--- src/core/phy_cfg_consts.svh ---
// Offsets, field positions, reset values and timing counts of the config bank
`ifndef PHY_CFG_CONSTS_SVH
`define PHY_CFG_CONSTS_SVH

// Register indexes; byte address is four times the index
`define DCFG_IDX       12'h01a
`define TCTL_IDX       12'h01e
`define DCFG_ADDR      (`DCFG_IDX << 2)
`define TCTL_ADDR      (`TCTL_IDX << 2)

// Field positions
`define DCFG_DRV_BIT   11
`define DCFG_SYM_BIT   9
`define DCFG_WMASK     16'h0a00
`define TCTL_TLP_BIT   12
`define TCTL_RISE_LO   10
`define TCTL_RISE_HI   11

// Reset values
`define DCFG_RESET     16'h0000
`define TCTL_RESET     16'h0000

// Timing
`define CLK_PERIOD_NS  25
`define STRETCH_MS     30
`define STRETCH_CYC    ((`STRETCH_MS * 1000000) / `CLK_PERIOD_NS)

`endif

--- src/core/phy_cfg_pkg.sv ---
// Types shared by the vendor configuration bank
package phy_cfg_pkg;

  // LED display settings
  typedef enum logic [3:0] {
    LED_SPEED    = 4'h0,
    LED_TX       = 4'h1,
    LED_RX       = 4'h2,
    LED_COL      = 4'h3,
    LED_LINK     = 4'h4,
    LED_DUPLEX   = 4'h5,
    LED_UNUSED6  = 4'h6,
    LED_ACT      = 4'h7,
    LED_TEST_ON  = 4'h8,
    LED_TEST_OFF = 4'h9,
    LED_BLINK_F  = 4'ha,
    LED_BLINK_S  = 4'hb,
    LED_LINK_RX  = 4'hc,
    LED_LINK_ACT = 4'hd,
    LED_DUP_COL  = 4'he,
    LED_UNUSEDF  = 4'hf
  } led_mode_e;

  // Start-up sequence: strap capture then normal running
  typedef enum logic [1:0] {
    ST_STRAP = 2'b01,
    ST_RUN   = 2'b10
  } cfg_state_e;

endpackage

--- src/core/led_combo.sv ---
// One LED driver with event stretching and combined display settings
`timescale 1ns/100ps
`default_nettype none
`include "phy_cfg_consts.svh"

module led_combo #(
  parameter int unsigned STRETCH_CYC = `STRETCH_CYC
) (
  input  wire logic                   pclk,       // Clock
  input  wire logic                   presetn,    // Async reset, low
  input  wire phy_cfg_pkg::led_mode_e mode,       // Display setting
  input  wire logic                   stretch_en, // Pulse-stretch enable
  input  wire logic                   speed_100,  // Speed status
  input  wire logic                   link_up,    // Link status
  input  wire logic                   full_dup,   // Duplex status
  input  wire logic                   tx_evt,     // Transmit event
  input  wire logic                   rx_evt,     // Receive event
  input  wire logic                   col_evt,    // Collision event
  input  wire logic                   blink_ph,   // Test blink phase
  output logic                        led_r       // LED, high = on
);
  import phy_cfg_pkg::*;

  logic [31:0] cnt_r;
  logic        evt;
  logic        primary;
  logic        combo;
  logic        led_nxt;

  // Event source and primary indication per setting
  always_comb begin
    combo   = 1'b0;
    primary = 1'b0;
    evt     = 1'b0;
    unique case (mode)
      LED_TX:       evt = tx_evt;
      LED_RX:       evt = rx_evt;
      LED_COL:      evt = col_evt;
      LED_ACT:      evt = tx_evt | rx_evt;
      LED_LINK_RX: begin
        combo = 1'b1; primary = link_up; evt = rx_evt;
      end
      LED_LINK_ACT: begin
        combo = 1'b1; primary = link_up; evt = tx_evt | rx_evt;
      end
      LED_DUP_COL: begin
        combo = 1'b1; primary = full_dup; evt = col_evt;
      end
      default: ;
    endcase
  end

  // Stretch counter, reloaded by each event
  always_ff @(posedge pclk or negedge presetn) begin
    if (!presetn) begin
      cnt_r <= 32'h0;
    end else if (evt) begin
      cnt_r <= STRETCH_CYC;
    end else if (cnt_r != 32'h0) begin
      cnt_r <= cnt_r - 32'h1;
    end
  end

  // Combined settings always stretch; single ones only when enabled
  always_comb begin
    unique case (mode)
      LED_SPEED:    led_nxt = speed_100;
      LED_LINK:     led_nxt = link_up;
      LED_DUPLEX:   led_nxt = full_dup;
      LED_TEST_ON:  led_nxt = 1'b1;
      LED_BLINK_F,
      LED_BLINK_S:  led_nxt = blink_ph;
      LED_TX, LED_RX, LED_COL, LED_ACT:
        led_nxt = stretch_en ? (evt | cnt_r != 32'h0) : evt;
      LED_LINK_RX, LED_LINK_ACT, LED_DUP_COL:
        led_nxt = primary ^ (evt | cnt_r != 32'h0);
      default:      led_nxt = 1'b0;
    endcase
  end

  // LED flop
  always_ff @(posedge pclk or negedge presetn) begin
    if (!presetn) begin
      led_r <= 1'b0;
    end else begin
      led_r <= led_nxt;
    end
  end

  // ----------------------------------------------------------------
  // Checks
  // ----------------------------------------------------------------
  property p_combo_stretch;
    @(posedge pclk) disable iff (!presetn)
      (combo && evt && !stretch_en && $stable(mode))
        ##1 ($stable(mode) && $stable(primary) && !evt)
      |=> (led_r == !primary);
  endproperty
  a_combo_stretch: assert property (p_combo_stretch)
    else $error("combined LED event not stretched");

  property p_dup_solid;
    @(posedge pclk) disable iff (!presetn)
      (mode == LED_DUP_COL && full_dup && !col_evt && cnt_r == 32'h0)
      |=> led_r;
  endproperty
  a_dup_solid: assert property (p_dup_solid)
    else $error("full duplex LED not solid on");

  property p_col_toggle;
    @(posedge pclk) disable iff (!presetn)
      (mode == LED_DUP_COL && col_evt) |=> (led_r == !$past(full_dup));
  endproperty
  a_col_toggle: assert property (p_col_toggle)
    else $error("collision did not change LED state");

  property p_link_blink;
    @(posedge pclk) disable iff (!presetn)
      (mode == LED_LINK_RX && link_up && rx_evt) |=> !led_r;
  endproperty
  a_link_blink: assert property (p_link_blink)
    else $error("receive did not blink link LED");

endmodule

`default_nettype wire

--- src/core/phy_vendor_config_regs.sv ---
// Vendor configuration bank of the PHY on APB, with LED and MII controls
`timescale 1ns/100ps
`default_nettype none
`include "phy_cfg_consts.svh"

// Operation
// - Combined LED settings always stretch events
// - Secondary event flips LED over link
// - Duplex-collision setting: solid on at full duplex
// - Duplex-collision setting: collision flips the LED
// - Symbol-error bit maps symbol errors onto receive-error
// - Drive-strength bit selects increased MII drive
// - Low-power bit forces idle zero-differential transmitter
// - Two-bit rise-time field, default from pins
module phy_vendor_config_regs #(
  parameter int unsigned STRETCH_CYC = `STRETCH_CYC
) (
  input  wire logic                   pclk,              // Clock
  input  wire logic                   presetn,           // Async reset, low
  input  wire logic                   psel,              // APB select
  input  wire logic                   penable,           // APB enable
  input  wire logic                   pwrite,            // APB direction
  input  wire logic [11:0]            paddr,             // APB byte address
  input  wire logic [31:0]            pwdata,            // APB write data
  output logic                        pready,            // APB ready
  output logic [31:0]                 prdata,            // APB read data
  output logic                        pslverr,           // APB error
  input  wire logic [1:0]             tx_edge_rate_pins, // Rise-time straps
  input  wire logic                   rx_er_in,          // Normal receive err
  input  wire logic                   sym_err_in,        // Symbol error
  output logic                        rx_er_out,         // Receive err to MAC
  output logic                        mii_drive_high,    // Increased drive
  output logic                        tx_low_power,      // Tx low power
  output logic                        tx_zero_diff,      // Zero-diff output
  output logic [1:0]                  tx_rise_sel,       // Rise-time select
  input  wire phy_cfg_pkg::led_mode_e led_mode,          // LED setting
  input  wire logic                   led_stretch_en,    // Pulse stretch
  input  wire logic                   speed_100,         // Speed status
  input  wire logic                   link_up,           // Link status
  input  wire logic                   full_dup,          // Duplex status
  input  wire logic                   tx_evt,            // Transmit event
  input  wire logic                   rx_evt,            // Receive event
  input  wire logic                   col_evt,           // Collision event
  input  wire logic                   blink_ph,          // Test blink phase
  output logic                        led_out            // LED, high = on
);
  import phy_cfg_pkg::*;

  // ----------------------------------------------------------------
  // Register storage and bus decode
  // ----------------------------------------------------------------
  cfg_state_e  state_r;
  logic [15:0] dcfg_r;
  logic [15:0] tctl_r;
  logic        setup;
  logic        wr_done;
  logic        hit_d;
  logic        hit_t;

  assign setup   = psel && !penable;
  assign wr_done = psel && penable && pready && pwrite;
  assign hit_d   = paddr == `DCFG_ADDR;
  assign hit_t   = paddr == `TCTL_ADDR;

  // Start-up: catch the strap pins at the first edge after release
  always_ff @(posedge pclk or negedge presetn) begin
    if (!presetn) begin
      state_r <= ST_STRAP;
    end else begin
      unique case (state_r)
        ST_STRAP: state_r <= ST_RUN;
        ST_RUN:   state_r <= ST_RUN;
      endcase
    end
  end

  // Digital config: only drive and symbol-error bits are writable
  always_ff @(posedge pclk or negedge presetn) begin
    if (!presetn) begin
      dcfg_r <= `DCFG_RESET;
    end else if (wr_done && hit_d) begin
      dcfg_r <= pwdata[15:0] & `DCFG_WMASK;
    end
  end

  // Transmit control: all bits stored, rise-time default from pins
  always_ff @(posedge pclk or negedge presetn) begin
    if (!presetn) begin
      tctl_r <= `TCTL_RESET;
    end else if (state_r == ST_STRAP) begin
      tctl_r[`TCTL_RISE_HI:`TCTL_RISE_LO] <= tx_edge_rate_pins;
    end else if (wr_done && hit_t) begin
      tctl_r <= pwdata[15:0];
    end
  end

  // APB answer: one access cycle, data and error set at setup
  always_ff @(posedge pclk or negedge presetn) begin
    if (!presetn) begin
      pready  <= 1'b0;
      prdata  <= 32'h0;
      pslverr <= 1'b0;
    end else begin
      pready  <= setup;
      pslverr <= setup && !(hit_d || hit_t);
      if (setup && !pwrite) begin
        prdata <= hit_d ? {16'h0, dcfg_r} :
                  hit_t ? {16'h0, tctl_r} : 32'h0;
      end
    end
  end

  // ----------------------------------------------------------------
  // Functional outputs
  // ----------------------------------------------------------------
  // Receive-error source and transmitter controls, reserved bits unused
  always_ff @(posedge pclk or negedge presetn) begin
    if (!presetn) begin
      rx_er_out      <= 1'b0;
      mii_drive_high <= 1'b0;
      tx_low_power   <= 1'b0;
      tx_zero_diff   <= 1'b0;
      tx_rise_sel    <= 2'h0;
    end else begin
      rx_er_out      <= dcfg_r[`DCFG_SYM_BIT] ? sym_err_in : rx_er_in;
      mii_drive_high <= dcfg_r[`DCFG_DRV_BIT];
      tx_low_power   <= tctl_r[`TCTL_TLP_BIT];
      tx_zero_diff   <= tctl_r[`TCTL_TLP_BIT];
      tx_rise_sel    <= tctl_r[`TCTL_RISE_HI:`TCTL_RISE_LO];
    end
  end

  // LED driver
  led_combo #(
    .STRETCH_CYC (STRETCH_CYC)
  ) u_led (
    .pclk       (pclk),
    .presetn    (presetn),
    .mode       (led_mode),
    .stretch_en (led_stretch_en),
    .speed_100  (speed_100),
    .link_up    (link_up),
    .full_dup   (full_dup),
    .tx_evt     (tx_evt),
    .rx_evt     (rx_evt),
    .col_evt    (col_evt),
    .blink_ph   (blink_ph),
    .led_r      (led_out)
  );

  // ----------------------------------------------------------------
  // Checks
  // ----------------------------------------------------------------
  property p_sym_map;
    @(posedge pclk) disable iff (!presetn)
      dcfg_r[`DCFG_SYM_BIT] |=> (rx_er_out == $past(sym_err_in));
  endproperty
  a_sym_map: assert property (p_sym_map)
    else $error("symbol error not mapped to receive error");

  property p_sym_normal;
    @(posedge pclk) disable iff (!presetn)
      !dcfg_r[`DCFG_SYM_BIT] |=> (rx_er_out == $past(rx_er_in));
  endproperty
  a_sym_normal: assert property (p_sym_normal)
    else $error("receive error not passed through");

  property p_drive;
    @(posedge pclk) disable iff (!presetn)
      (wr_done && hit_d) |=> ##1 (mii_drive_high == $past(pwdata[11], 2));
  endproperty
  a_drive: assert property (p_drive)
    else $error("drive strength does not follow write");

  property p_low_power;
    @(posedge pclk) disable iff (!presetn)
      (wr_done && hit_t) |=> ##1
        (tx_low_power == $past(pwdata[12], 2) && tx_zero_diff == tx_low_power);
  endproperty
  a_low_power: assert property (p_low_power)
    else $error("low power does not follow write");

  property p_strap;
    @(posedge pclk) disable iff (!presetn)
      (state_r == ST_STRAP) |=> ##1 (tx_rise_sel == $past(tx_edge_rate_pins, 2));
  endproperty
  a_strap: assert property (p_strap)
    else $error("rise time default not taken from pins");

  property p_reserved;
    @(posedge pclk) disable iff (!presetn)
      (setup && !pwrite && hit_d) |=> (prdata[31:12] == 20'h0 &&
        prdata[10] == 1'b0 && prdata[8:0] == 9'h0);
  endproperty
  a_reserved: assert property (p_reserved)
    else $error("reserved bits read nonzero");

  // A rise-time write reaches the transmitter select two edges later
  property p_rise;
    @(posedge pclk) disable iff (!presetn)
      (wr_done && hit_t) |=> ##1
        (tx_rise_sel == $past(pwdata[11:10], 2));
  endproperty
  a_rise: assert property (p_rise)
    else $error("rise time select does not follow write");

  // A write to an unmapped address must leave both registers alone
  property p_unmapped_drop;
    @(posedge pclk) disable iff (!presetn)
      (wr_done && !(hit_d || hit_t)) |=>
        ($stable(dcfg_r) && $stable(tctl_r));
  endproperty
  a_unmapped_drop: assert property (p_unmapped_drop)
    else $error("unmapped write changed a register");

  // An unmapped read answers with an error and zero data
  property p_unmapped_err;
    @(posedge pclk) disable iff (!presetn)
      (setup && !pwrite && !(hit_d || hit_t)) |=>
        (pready && pslverr && prdata == 32'h0);
  endproperty
  a_unmapped_err: assert property (p_unmapped_err)
    else $error("unmapped read not refused");

  property p_answer;
    @(posedge pclk) disable iff (!presetn)
      setup |=> (pready && psel && penable) ##1 !pready;
  endproperty
  a_answer: assert property (p_answer)
    else $error("bus answer not one cycle after setup");

endmodule

`default_nettype wire

--- config.mk ---
export PLATFORM = sky130hd
export DESIGN_NAME = phy_vendor_config_regs
export DESIGN_NICKNAME = d
export VERILOG_FILES = /design/src/core/phy_cfg_pkg.sv /design/src/core/led_combo.sv /design/src/core/phy_vendor_config_regs.sv
export VERILOG_INCLUDE_DIRS = /design/src /design/src/core
export SDC_FILE = /design/constraint.sdc
export NUM_CORES = 1
export LEC_CHECK = 0
export BUFFER_PORTS_ARGS = -buffer_cell sky130_fd_sc_hd__buf_2
export CAP_MARGIN = 20
export CORE_UTILIZATION = 56
export CTS_CLUSTER_SIZE = 20
export DETAILED_ROUTE_END_ITERATION = 10
export GPL_ROUTABILITY_DRIVEN = 0
export PLACE_DENSITY = 0.93
export SYNTH_ARGS = -nofsm -noshare
export SYNTH_HDL_FRONTEND = slang
export SYNTH_SLANG_ARGS = --single-unit
--- constraint.sdc ---
create_clock -name pclk -period 5.3 [get_ports pclk]
set_input_delay 0.53 -clock pclk [delete_from_list [all_inputs] [get_ports pclk]]
set_output_delay 0.53 -clock pclk [all_outputs]
set_load 0.02 [all_outputs]
---- After elaboration in Yosys (flattened, before gate mapping) ----
Index checks and enable logic that the tools add are counted.
storage, ports and cells
  bits in registers ....................... 92
cells by class
  add/subtract/negate cells ............... 1
  reductions and logical operators ........ 25
  equality and inequality tests ........... 16
  muxes and demuxes ....................... 12
  bitwise logic cells ..................... 4
operators with widths
  kind                                                                    count
  32-bit 2-to-1 mux                                                       2
  16-bit 2-to-1 mux                                                       2
  32-bit nonzero test                                                     1
  32-bit by 1-bit subtractor with 32-bit output, second input constant    1
  12-bit by 7-bit equality test with 1-bit output, second input constant  2
  4-bit equality test, second input constant                              6
  4-bit by 3-bit equality test with 1-bit output, second input constant   3
  12-bit 2-to-1 mux                                                       1
  2-bit OR reduction                                                      6
  4-bit by 2-bit equality test with 1-bit output, second input constant   2
  1-bit logical AND                                                       8
  1-bit one-hot mux with 7 select lines                                   1
  4-bit by 1-bit equality test with 1-bit output, second input constant   1
  4-bit zero test                                                         1
  2-bit 2-to-1 mux                                                        2
  1-bit one-hot mux with 4 select lines                                   1
  2-bit nonzero test                                                      2
  4-bit OR reduction                                                      1
  1-bit zero test                                                         3
  3-bit OR reduction                                                      1
  2-bit by 1-bit equality test with 1-bit output, second input constant   1
  2-bit equality test, second input constant                              1
  1-bit 2-to-1 mux                                                        2
  1-bit OR                                                                2
  other kinds (5)                                                         5

---- Depth between registers and ports, before layout ----
Gate-level depths: netlist of the first run.
  word-level depth ........................ 6
  gate-level depth with buffers ........... 9
  mapped depth without buffers ............ 7

---- Modules after synthesis ----
From an unflattened synthesis of the first run, not the netlist that was laid out.
second synthesis, totals
  cell total of the unflattened synthesis .. 357
  area total of the unflattened synthesis .. 3905.0 sq um
by module, submodules not included
  module                  cells an instance  area each (sq um)  instances
  led_combo               230                2039.5             1
  phy_vendor_config_regs  127                1865.5             1

---- Worst setup path after synthesis of the first run ----
Ideal clock, no wire load.
  path kind ............................... input-to-reg
  from .................................... in paddr[1]
  to ...................................... reg tctl_r[0]
  data arrival time ....................... 2.164 ns
  slack ................................... 3.011 ns
  stages on the path ...................... 7
  buffers on the path ..................... 2
  setup time .............................. 0.125 ns
  path through ............................ nor4b_1 and3_1 nand3_1 nor2b_1 clkbuf_1 buf_2 mux2_2
between the ends
  longest elaborated chain between the ends .. 3
RTL lines
  item                                                       RTL line                      text
  from (decl)                                                phy_vendor_config_regs.sv:23  input wire logic [11:0] paddr,
  12-bit by 7-bit equality test with 1-bit output (no line)  -
  1-bit logical AND                                          phy_vendor_config_regs.sv:92  end else if (wr_done && hit_t) begin
  2-bit AND reduction (no line)                              -
  to (signal assigned)                                       phy_vendor_config_regs.sv:89  tctl_r <= `TCTL_RESET;
  to (signal, indexed assignment)                            phy_vendor_config_regs.sv:91  tctl_r[`TCTL_RISE_HI:`TCTL_RISE_LO] <= tx_edge_rate_pins;
  to (signal assigned)                                       phy_vendor_config_regs.sv:93  tctl_r <= pwdata[15:0];
  to (decl)                                                  phy_vendor_config_regs.sv:54  logic [15:0] tctl_r;
No other way between the ends.
A chain may end at the register's enable or synchronous reset.

---- Final worst setup path of the first run ----
  from .................................... in paddr[1]
  to ...................................... reg tctl_r[7]
Same word-level chain as after synthesis.

==> results.json, run 1 <==
{
  "status": "finished with violations",
  "violations": "design-rule violations",
  "synth_mux_area_share_pct": 6.82,
  "synth_area_leaders": "dfrtp_1 (49%), mux2_2 (5.0%), a22o_1 (3.7%), buf_4 (3.5%), a21oi_1 (3.0%)",
  "final_antenna_net_count": 0,
  "htreeDepth": 3,
  "synth_cell_types": 59,
  "start_util_pct": 59.0,
  "synth-seq-cells": 76,
  "diodes": 0,
  "slowest_stage": "nor2b_1",
  "critPathKind": "in -> reg",
  "rows": 29,
  "cpPeakStageDelay_ns": 0.63,
  "path_cells": "buf_2 -> nor4b_1 -> and3_1 -> nand3_1 -> nor2b_1 -> buf_4 -> mux2_2",
  "clk_latency_ns": 0.35,
  "max-clock-path-buffers": 2,
  "die_h_um": 84.8,
  "max-vdd-ir-drop_v": 0.000271,
  "synth-edff-count": 0,
  "cts_root_buffer": "clkbuf_8",
  "drcViolationCount": 14,
  "relSlewSlack_pct": 34.2,
  "cts_hold_buf": 0,
  "min_path_type": "in -> reg",
  "viasPerCell": 6.07,
  "hold_violations": 0,
  "synth-compound-area-share_pct": 14.3,
  "dieWidth_um": 84.8,
  "area_growth_pct": 14.4,
  "core_area_um2": 6490,
  "timing.final.crit_share_pct": 50.5,
  "cts.sinks": 76,
  "syn-instance-count": 357,
  "cp_max_fo": 9,
  "grt_overflow": 0,
  "io_buffers": 73,
  "first_iter_violations": 193,
  "cp-end-kind": "register",
  "p_per_area_nw_per_um2": 300,
  "fin_crit_ns": 2.67,
  "ioPinCount": 106,
  "wl_um": 8180,
  "synth_seq_area_share_pct": 49.6,
  "cp.required_ns": 5.53,
  "dieArea_um2": 7180,
  "first_pass_iters": 10,
  "hpwl_um": 5730,
  "tightestPinTransition_ns": 0.983,
  "wire_per_inst_um": 16.1,
  "antenna_found_initial": 0,
  "cp.arrival_ns": 2.91,
  "postPlaceCellArea_um2": 4180,
  "vias": 3088,
  "synth_fa_ha_area_share_pct": 0.914,
  "final_nets": 494,
  "synthSimpleGateAreaFrac_pct": 21.6,
  "crit_buf_inv": 2,
  "synthFlopType": "dfrtp_1",
  "rsz0062_at_grt": "false",
  "drive_above_1_share_pct": 28.7,
  "setup_viol": 0,
  "cts_tree": "yes",
  "design_area_um2": 4390,
  "post-cts-setup-buffers": 0,
  "grtUsageTotal_pct": 24.1,
  "cts_buffers": 9,
  "start_kind": "primary input",
  "drv_cap": 0,
  "ctsResizeCount": 0,
  "finalMaxSlewViolations": 0,
  "netlist_area_um2": 3830,
  "clkTransAtPathRegs_ns": 0.09,
  "synth_xor_area_share_pct": 0.685,
  "grt_max_degree": 77,
  "yosys_warnings": 0,
  "grt_pass1_wl_um": 13700,
  "first_global_vias": 2949,
  "synth_top_family_by_area": "simple AND/OR/NAND/NOR gates",
  "synth_async_sr_flop_share_pct": 100,
  "p_leak_nw": 2.08,
  "synth_largest_area_cell": "dfrtp_1",
  "synth_top_area_share_pct": 48.9,
  "cp_top_family": "simple AND/OR/NAND/NOR gates",
  "fin_skew_ns": 0.0108,
  "fmax_ghz": 0.374,
  "finalSetupTns_ns": 0,
  "avgSynthCellArea_um2": 10.7
}
## sequential cells by signal, indices dropped and copies added, names as in the netlist
register,flops
dcfg_r,2
mii_drive_high,1
prdata,16
pready,1
pslverr,1
rx_er_out,1
state_r,2
tctl_r,16
tx_rise_sel,2
tx_zero_diff,1
u_led.cnt_r,32
u_led.led_r,1
## through the flow
step / setup slack, ns / hold slack (ns) / total power [mW] / cells / util, %
after floorplan: 3.01 / 0.234 / 0.801 / 373 / -
after CTS: 2.56 / 0.350 / 1.32 / 509 / 67.5
after detailed placement: 2.23 / 0.389 / 0.862 / 493 / 64.3
final: 2.63 / 0.361 / 1.32 / 509 / 67.5
after global routing: 2.46 / 0.353 / 1.37 / 509 / 67.5
after global placement: 2.16 / 0.379 / 0.852 / 492 / 64.2
## power breakdown
| group | switching [mW] | leakage (nW) | internal, mW |
|---|---|---|---|
| clock | 0.228 | 0.0995 | 0.234 |
| sequential | 0.0369 | 0.989 | 0.615 |
| combinational | 0.122 | 0.994 | 0.0805 |
| total | 0.387 | 2.08 | 0.930 |
## layout by cell type (no fill, tap or decap), types with 7 or more instances in the layout
cell      netlist  final
dfrtp_1        75     75
a22o_1         16     16
a21oi_1        23     23
clkbuf_8        0     10
o31ai_1        10     10
buf_2           3     73
nor2_1         21     21
nand3_1         9      9
mux2_2         17     17
o21ai_1         7      7
conb_1          2     18
mux2i_1         7      7
or3_1          16     16
or4_1          15     15
nand2_1        16     16
nor3_1          8      8
## routing by layer
| layer | part of all wire, % | track usage, % |
|---|---|---|
| met1 | 42 | 30.6 |
| met2 | 50 | 41.8 |
| met3 | 6.5 | 4.33 |
| met4 | 1.1 | 8.47 |
| met5 | 0 | 0 |
## final timing paths
path / cells after the start / end / from / slack (ns)
max: 7 / tctl_r[7]$_DFFE_PN0P_ / paddr[1] / 2.63
min: 2 / pready$_DFF_PN0_ / penable / 0.36
max reg2reg: 7 / u_led.cnt_r[14]$_DFFE_PN0P_ / u_led.cnt_r[0]$_DFFE_PN0P_ / 2.74
min reg2reg: 0 / mii_drive_high$_DFF_PN0_ / dcfg_r[11]$_DFFE_PN0P_ / 0.41
max in group asynchronous: 2 / u_led.cnt_r[27]$_DFFE_PN0P_ / presetn / 4.29
min in group asynchronous: 2 / tctl_r[4]$_DFFE_PN0P_ / presetn / 0.39
## cell usage after synthesis, types with 2 or more instances
library cell / count
o41ai_1: 3
xnor2_1: 2
nand2b_1: 4
a22o_1: 16
a211oi_1: 2
mux2i_1: 7
or4_1: 15
and3_1: 6
nand4b_1: 3
a21oi_1: 23
or3_1: 16
nand3b_1: 3
nor3_1: 8
or4_4: 2
nand4_1: 4
buf_4: 18
nor4b_1: 2
clkbuf_1: 11
nor2b_1: 3
buf_2: 3
nor4_4: 2
or2_2: 2
o21ai_1: 7
nand2_1: 16
dfrtp_1: 75
o31ai_1: 10
nand3_1: 9
nor4_2: 2
conb_1: 2
o21ai_0: 6
ha_1: 2
inv_1: 6
o211ai_1: 5
mux2_2: 17
nor2_1: 21
## cells by family after synthesis
kind of cell	after synthesis
DFF	76
and+or+nand+nor	131
muxes	24
AOI/OAI and AO/OA	79
other	2
xor gates and xnor gates	3
adders and majority gates	3
buffers and inverters	39
## layout make-up
class	count	area, µm²
flip-flops and latches	76	1900
repair buffers	76	388
inverters	6	22.5
well taps	77	96.3
multi-input cells	258	1770
clock buffers	10	138
fillers	483	2110
clock inverters	6	71.3
(Power assumes the default switching activity.)
==> run 2: changes to the inputs <==
--- a/config.mk
+++ b/config.mk
@@ -8,11 +8,11 @@
 export LEC_CHECK = 0
 export BUFFER_PORTS_ARGS = -buffer_cell sky130_fd_sc_hd__buf_2
 export CAP_MARGIN = 20
-export CORE_UTILIZATION = 56
+export CORE_UTILIZATION = 52
 export CTS_CLUSTER_SIZE = 20
 export DETAILED_ROUTE_END_ITERATION = 10
 export GPL_ROUTABILITY_DRIVEN = 0
-export PLACE_DENSITY = 0.93
+export PLACE_DENSITY = 0.87
 export SYNTH_ARGS = -nofsm -noshare
 export SYNTH_HDL_FRONTEND = slang
 export SYNTH_SLANG_ARGS = --single-unit
==> constraint.sdc (replaced) <==
create_clock -name pclk -period 2.47 [get_ports pclk]
set_input_delay 0.247 -clock pclk [delete_from_list [all_inputs] [get_ports pclk]]
set_output_delay 0.247 -clock pclk [all_outputs]
set_load 0.02 [all_outputs]
==> results.json, run 2 (same netlist as run 1, synthesis figures left out) <==
{
  "ioPinCount": 106,
  "wire_per_inst_um": 15.9,
  "comb_power_share_pct": 15.8,
  "hold_slack_ns": 0.0792,
  "max-clock-path-buffers": 2,
  "first_pass_iters": 4,
  "drcViolationCount": 0,
  "seqPwrFrac_pct": 49.4,
  "status": "finished clean",
  "min_path_type": "in -> reg",
  "top_register": "u_led.cnt_r",
  "critPathKind": "reg -> reg",
  "drive_above_1_share_pct": 31.3,
  "io_buffers": 73,
  "grtUsageTotal_pct": 23.7,
  "reg.largest.list": "u_led.cnt_r (32), prdata (16), tctl_r (16)",
  "crit_buf_inv": 2,
  "fmax_ghz": 0.420,
  "start_kind": "register",
  "antenna_found_initial": 0,
  "max-vdd-ir-drop_v": 0.000265,
  "final_nets": 510,
  "drv_cap": 0,
  "clkTransAtPathRegs_ns": 0.09,
  "rows": 30,
  "p_sw_mw": 0.857,
  "cpPeakStageDelay_ns": 0.51,
  "cp.required_ns": 2.70,
  "finalSetupTns_ns": 0,
  "internal-power_mw": 1.99,
  "clk_latency_ns": 0.36,
  "setup_viol": 0,
  "core_area_um2": 6940,
  "first_global_vias": 3041,
  "diodes": 0,
  "die_h_um": 87.9,
  "placedCellCount": 527,
  "cp_top_family": "simple AND/OR/NAND/NOR gates",
  "fin_crit_ns": 2.38,
  "nFillCells": 522,
  "cp.arrival_ns": 2.62,
  "postPlaceCellArea_um2": 4340,
  "fin_skew_ns": 0.00800,
  "final_util_pct": 65.6,
  "p_per_area_nw_per_um2": 624,
  "cts_tree": "yes",
  "first_iter_violations": 238,
  "timing.final.crit_share_pct": 96.5,
  "wl_um": 8640,
  "post-cts-setup-buffers": 0,
  "tightestPinTransition_ns": 0.963,
  "clkPwrFrac_pct": 34.8,
  "cp_max_fo": 10,
  "cp-end-kind": "register",
  "grt_pass1_wl_um": 14100,
  "cts.sinks": 76,
  "grt_overflow": 0,
  "rsz0062_at_grt": "false",
  "hold_violations": 0,
  "cts_buffers": 9,
  "hpwl_um": 5990,
  "cts_root_buffer": "clkbuf_8",
  "p_leak_nw": 2.17,
  "htreeDepth": 3,
  "area_growth_pct": 18.9,
  "final_antenna_net_count": 0,
  "vias": 3217,
  "finalMaxSlewViolations": 0,
  "dieArea_um2": 7720,
  "layout_common_cells": "dfrtp_1 (75), buf_2 (73), a21oi_1 (23), nor2_1 (21), conb_1 (18)",
  "final_common_cell": "dfrtp_1",
  "path_cells": "inv_1 -> ha_1 -> or4b_4 -> or4_4 -> o2111ai_4 -> buf_12 -> or4_1 -> nand3_1",
  "viasPerCell": 5.91,
  "largest_reg_flops": 32,
  "dieWidth_um": 87.9,
  "stdcell_count": 544,
  "relSlewSlack_pct": 35.5,
  "p_sw_share_pct": 30.1,
  "start_util_pct": 55.2,
  "slowest_stage": "or4_4",
  "design_area_um2": 4560,
  "grt_max_degree": 34
}
## run 2: per-layer routing
metal  track usage, %  part of all wire [%]
met5                0                     0
met4             11.8                   2.2
met3             3.86                   6.0
met2             41.6                    51
met1             28.2                    41
## run 2: power groups by stage
| stage | registers [mW] | logic (mW) | clock network (mW) |
|---|---|---|---|
| 5_1_grt | 1.41 | 0.502 | 1.05 |
| 3_3_place_gp | 1.41 | 0.428 | 0 |
| 6_report | 1.40 | 0.450 | 0.990 |
| 3_5_place_dp | 1.42 | 0.447 | 0 |
| 2_1_floorplan | 1.41 | 0.305 | 0 |
| 4_1_cts | 1.40 | 0.449 | 1.00 |
## run 2: repair_timing
action / in CTS / in global routing
endpoints found under the setup margin: 0 / 6
hold endpoints to repair: 30 / 0
hold buffers: 1 / 0
gates resized for setup: 0 / 2
## run 2: path summary, 6_finish.rpt
| path | slack, ns | endpoint | cells past startpoint | from |
|---|---|---|---|---|
| hold / removal | 0.08 | pready$_DFF_PN0_ | 2 | penable |
| hold reg to reg | 0.41 | mii_drive_high$_DFF_PN0_ | 0 | dcfg_r[11]$_DFFE_PN0P_ |
| setup reg to reg | 0.09 | u_led.cnt_r[14]$_DFFE_PN0P_ | 8 | u_led.cnt_r[1]$_DFFE_PN0P_ |
| setup / recovery | 0.09 | u_led.cnt_r[14]$_DFFE_PN0P_ | 8 | u_led.cnt_r[1]$_DFFE_PN0P_ |
| min in group asynchronous | 0.48 | prdata[2]$_DFFE_PN0P_ | 2 | presetn |
| max in group asynchronous | 1.32 | u_led.cnt_r[15]$_DFFE_PN0P_ | 3 | presetn |
## run 2: area by class of cell
cell class / instances / area [µm²] / area share, %
multi-input cells: 258 / 1770 / 38.8
inverters: 6 / 22.5 / 0.494
flip-flops and latches: 76 / 1900 / 41.8
well taps: 96 / 120 / 2.64
clock inverters: 7 / 82.6 / 1.81
clock buffers: 9 / 124 / 2.72
repair buffers: 92 / 539 / 11.8
## run 2: through the flow
stage | worst slack [ns] | power [mW]
after floorplan | 0.182 | 1.72
after global placement | 0.125 | 1.84
after detailed placement | 0.0681 | 1.87
after CTS | 0.0598 | 2.85
after global routing | 0.0152 | 2.97
final | 0.0864 | 2.84
==> run 3: changes to the inputs <==
--- a/config.mk
+++ b/config.mk
@@ -8,6 +8,7 @@
 export LEC_CHECK = 0
 export BUFFER_PORTS_ARGS = -buffer_cell sky130_fd_sc_hd__buf_2
 export CAP_MARGIN = 20
+export CORE_MARGIN = 2
 export CORE_UTILIZATION = 52
 export CTS_CLUSTER_SIZE = 20
 export DETAILED_ROUTE_END_ITERATION = 10
==> results.json, run 3 (same netlist as run 1, synthesis figures left out) <==
{
  "final_antenna_net_count": 0,
  "core_area_um2": 7210,
  "final_nets": 511,
  "hold_violations": 0,
  "finalSetupTns_ns": 0,
  "start_util_pct": 53.2,
  "p_per_area_nw_per_um2": 625,
  "cp-endpoint": "u_led.cnt_r[12]$_DFFE_PN0P_",
  "whs_path_depth": 2,
  "pre_cts_ws_ns": 0.125,
  "io_buffers": 73,
  "cp-end-kind": "register",
  "clkTransAtPathRegs_ns": 0.08,
  "grt_max_degree": 77,
  "p_leak_nw": 2.17,
  "layout_common_cells": "dfrtp_1 (75), buf_2 (73), a21oi_1 (23), nor2_1 (21), conb_1 (18)",
  "fmax_ghz": 0.422,
  "rsz0062_at_grt": "false",
  "cts_root_buffer": "clkbuf_8",
  "drv_cap": 0,
  "ff2ff_path_depth": 8,
  "rrSetupSlack_ns": 0.10,
  "startpoint": "u_led.cnt_r[0]$_DFFE_PN0P_",
  "cp.required_ns": 2.72,
  "area_growth_pct": 19.2,
  "die_h_um": 89.9,
  "viasPerCell": 5.73,
  "largest_reg_flops": 32,
  "final_common_cell": "dfrtp_1",
  "cp.arrival_ns": 2.62,
  "hpwl_um": 5820,
  "slowest_stage": "or4_4",
  "final_util_pct": 63.3,
  "drcViolationCount": 0,
  "ioPinCount": 106,
  "dieWidth_um": 89.9,
  "reg.largest.list": "u_led.cnt_r (32), prdata (16), tctl_r (16)",
  "wl_um": 8210,
  "max-clock-path-buffers": 2,
  "top_register": "u_led.cnt_r",
  "clk_latency_ns": 0.36,
  "cts.sinks": 76,
  "drive_above_1_share_pct": 31.2,
  "htreeDepth": 3,
  "cts_tree": "yes",
  "cp_max_fo": 10,
  "wire_per_inst_um": 15.0,
  "fin_crit_ns": 2.37,
  "r2r_end": "u_led.cnt_r[12]$_DFFE_PN0P_",
  "min_path_type": "in -> reg",
  "timing.final.crit_share_pct": 95.9,
  "fin_ws_ns": 0.101,
  "critPathKind": "reg -> reg",
  "grt_overflow": 0,
  "fin_skew_ns": 0.00850,
  "reg2reg_from": "u_led.cnt_r[0]$_DFFE_PN0P_",
  "setup_viol": 0,
  "rows": 31,
  "cts_buffers": 9,
  "post-cts-setup-buffers": 0,
  "first_global_vias": 2991,
  "first_pass_iters": 5,
  "grt_pass1_wl_um": 13800,
  "first_iter_violations": 162,
  "grtUsageTotal_pct": 20.9,
  "vias": 3138,
  "status": "finished clean",
  "diodes": 0,
  "antenna_found_initial": 0,
  "dieArea_um2": 8080,
  "cpPeakStageDelay_ns": 0.51,
  "finalMaxSlewViolations": 0,
  "path_cells": "inv_1 -> ha_1 -> or4b_4 -> or4_4 -> o2111ai_4 -> buf_12 -> xor2_1 -> nor2_1",
  "start_kind": "register",
  "max-vdd-ir-drop_v": 0.000321
}
-- run 3: repair_timing --
| action | CTS | global route |
|---|---|---|
| resized for setup | 0 | 1 |
| hold buffers | 1 | 0 |
| hold endpoints to repair | 75 | 0 |
| endpoints found under the setup margin | 0 | 1 |
-- run 3: final cells by class --
cell class | count | area [µm²]
clock inverter | 7 | 82.6
clock buffer | 9 | 124
sequential | 76 | 1900
inverter | 6 | 22.5
fill | 594 | 2650
tap | 99 | 124
timing repair buffer | 93 | 547
multi-input combinational | 258 | 1770
-- run 3: where the power goes --
| group | switching (mW) | total, mW | internal [mW] |
|---|---|---|---|
| Combinational | 0.270 | 0.469 | 0.199 |
| Sequential | 0.0734 | 1.39 | 1.32 |
| Clock | 0.511 | 0.995 | 0.484 |
| Total | 0.854 | 2.86 | 2.00 |
-- run 3: routing by layer --
| metal | up-vias | routed length, µm | GRT usage (%) |
|---|---|---|---|
| met2 | 109 | 3950 | 35.7 |
| li1 | 1480 | - | - |
| met3 | 15 | 487 | 5.62 |
| met5 | - | 0 | 0 |
| met4 | 0 | 135 | 6.67 |
| met1 | 1534 | 3630 | 26.1 |
-- run 3: how the worst min path moves through the flow --
stage | start | endpoint | slack (ns)
after detailed placement | presetn | prdata[4]$_DFFE_PN0P_ | 0.31
after global routing | penable | pready$_DFF_PN0_ | 0.07
final | penable | pready$_DFF_PN0_ | 0.07
after global placement | presetn | prdata[7]$_DFFE_PN0P_ | 0.31
after CTS | penable | pready$_DFF_PN0_ | 0.07
after floorplan | presetn | dcfg_r[11]$_DFFE_PN0P_ | -0.05
-- run 3: critical path, delay by kind of cell, from the launching register on --
kind	cells	cell delay [ns]
AOI/OAI and AO/OA	1	0.27
xor gates and xnor gates	1	0.15
adders and majority gates	1	0.16
buffers and inverters	2	0.24
DFF	1	0.40
and+or+nand+nor	3	1.05
-- run 3: metrics by stage --
| step | std cells | hold WS [ns] | cell area (µm²) | total power, mW |
|---|---|---|---|---|
| final | 548 | 0.0737 | 4570 | 2.86 |
| after CTS | 548 | 0.0653 | 4570 | 2.87 |
| after detailed placement | 531 | 0.313 | 4350 | 1.88 |
| after floorplan | 373 | -0.0486 | 3890 | 1.72 |
| after global placement | 531 | 0.308 | 4350 | 1.86 |
| after global routing | 548 | 0.0735 | 4570 | 3.00 |
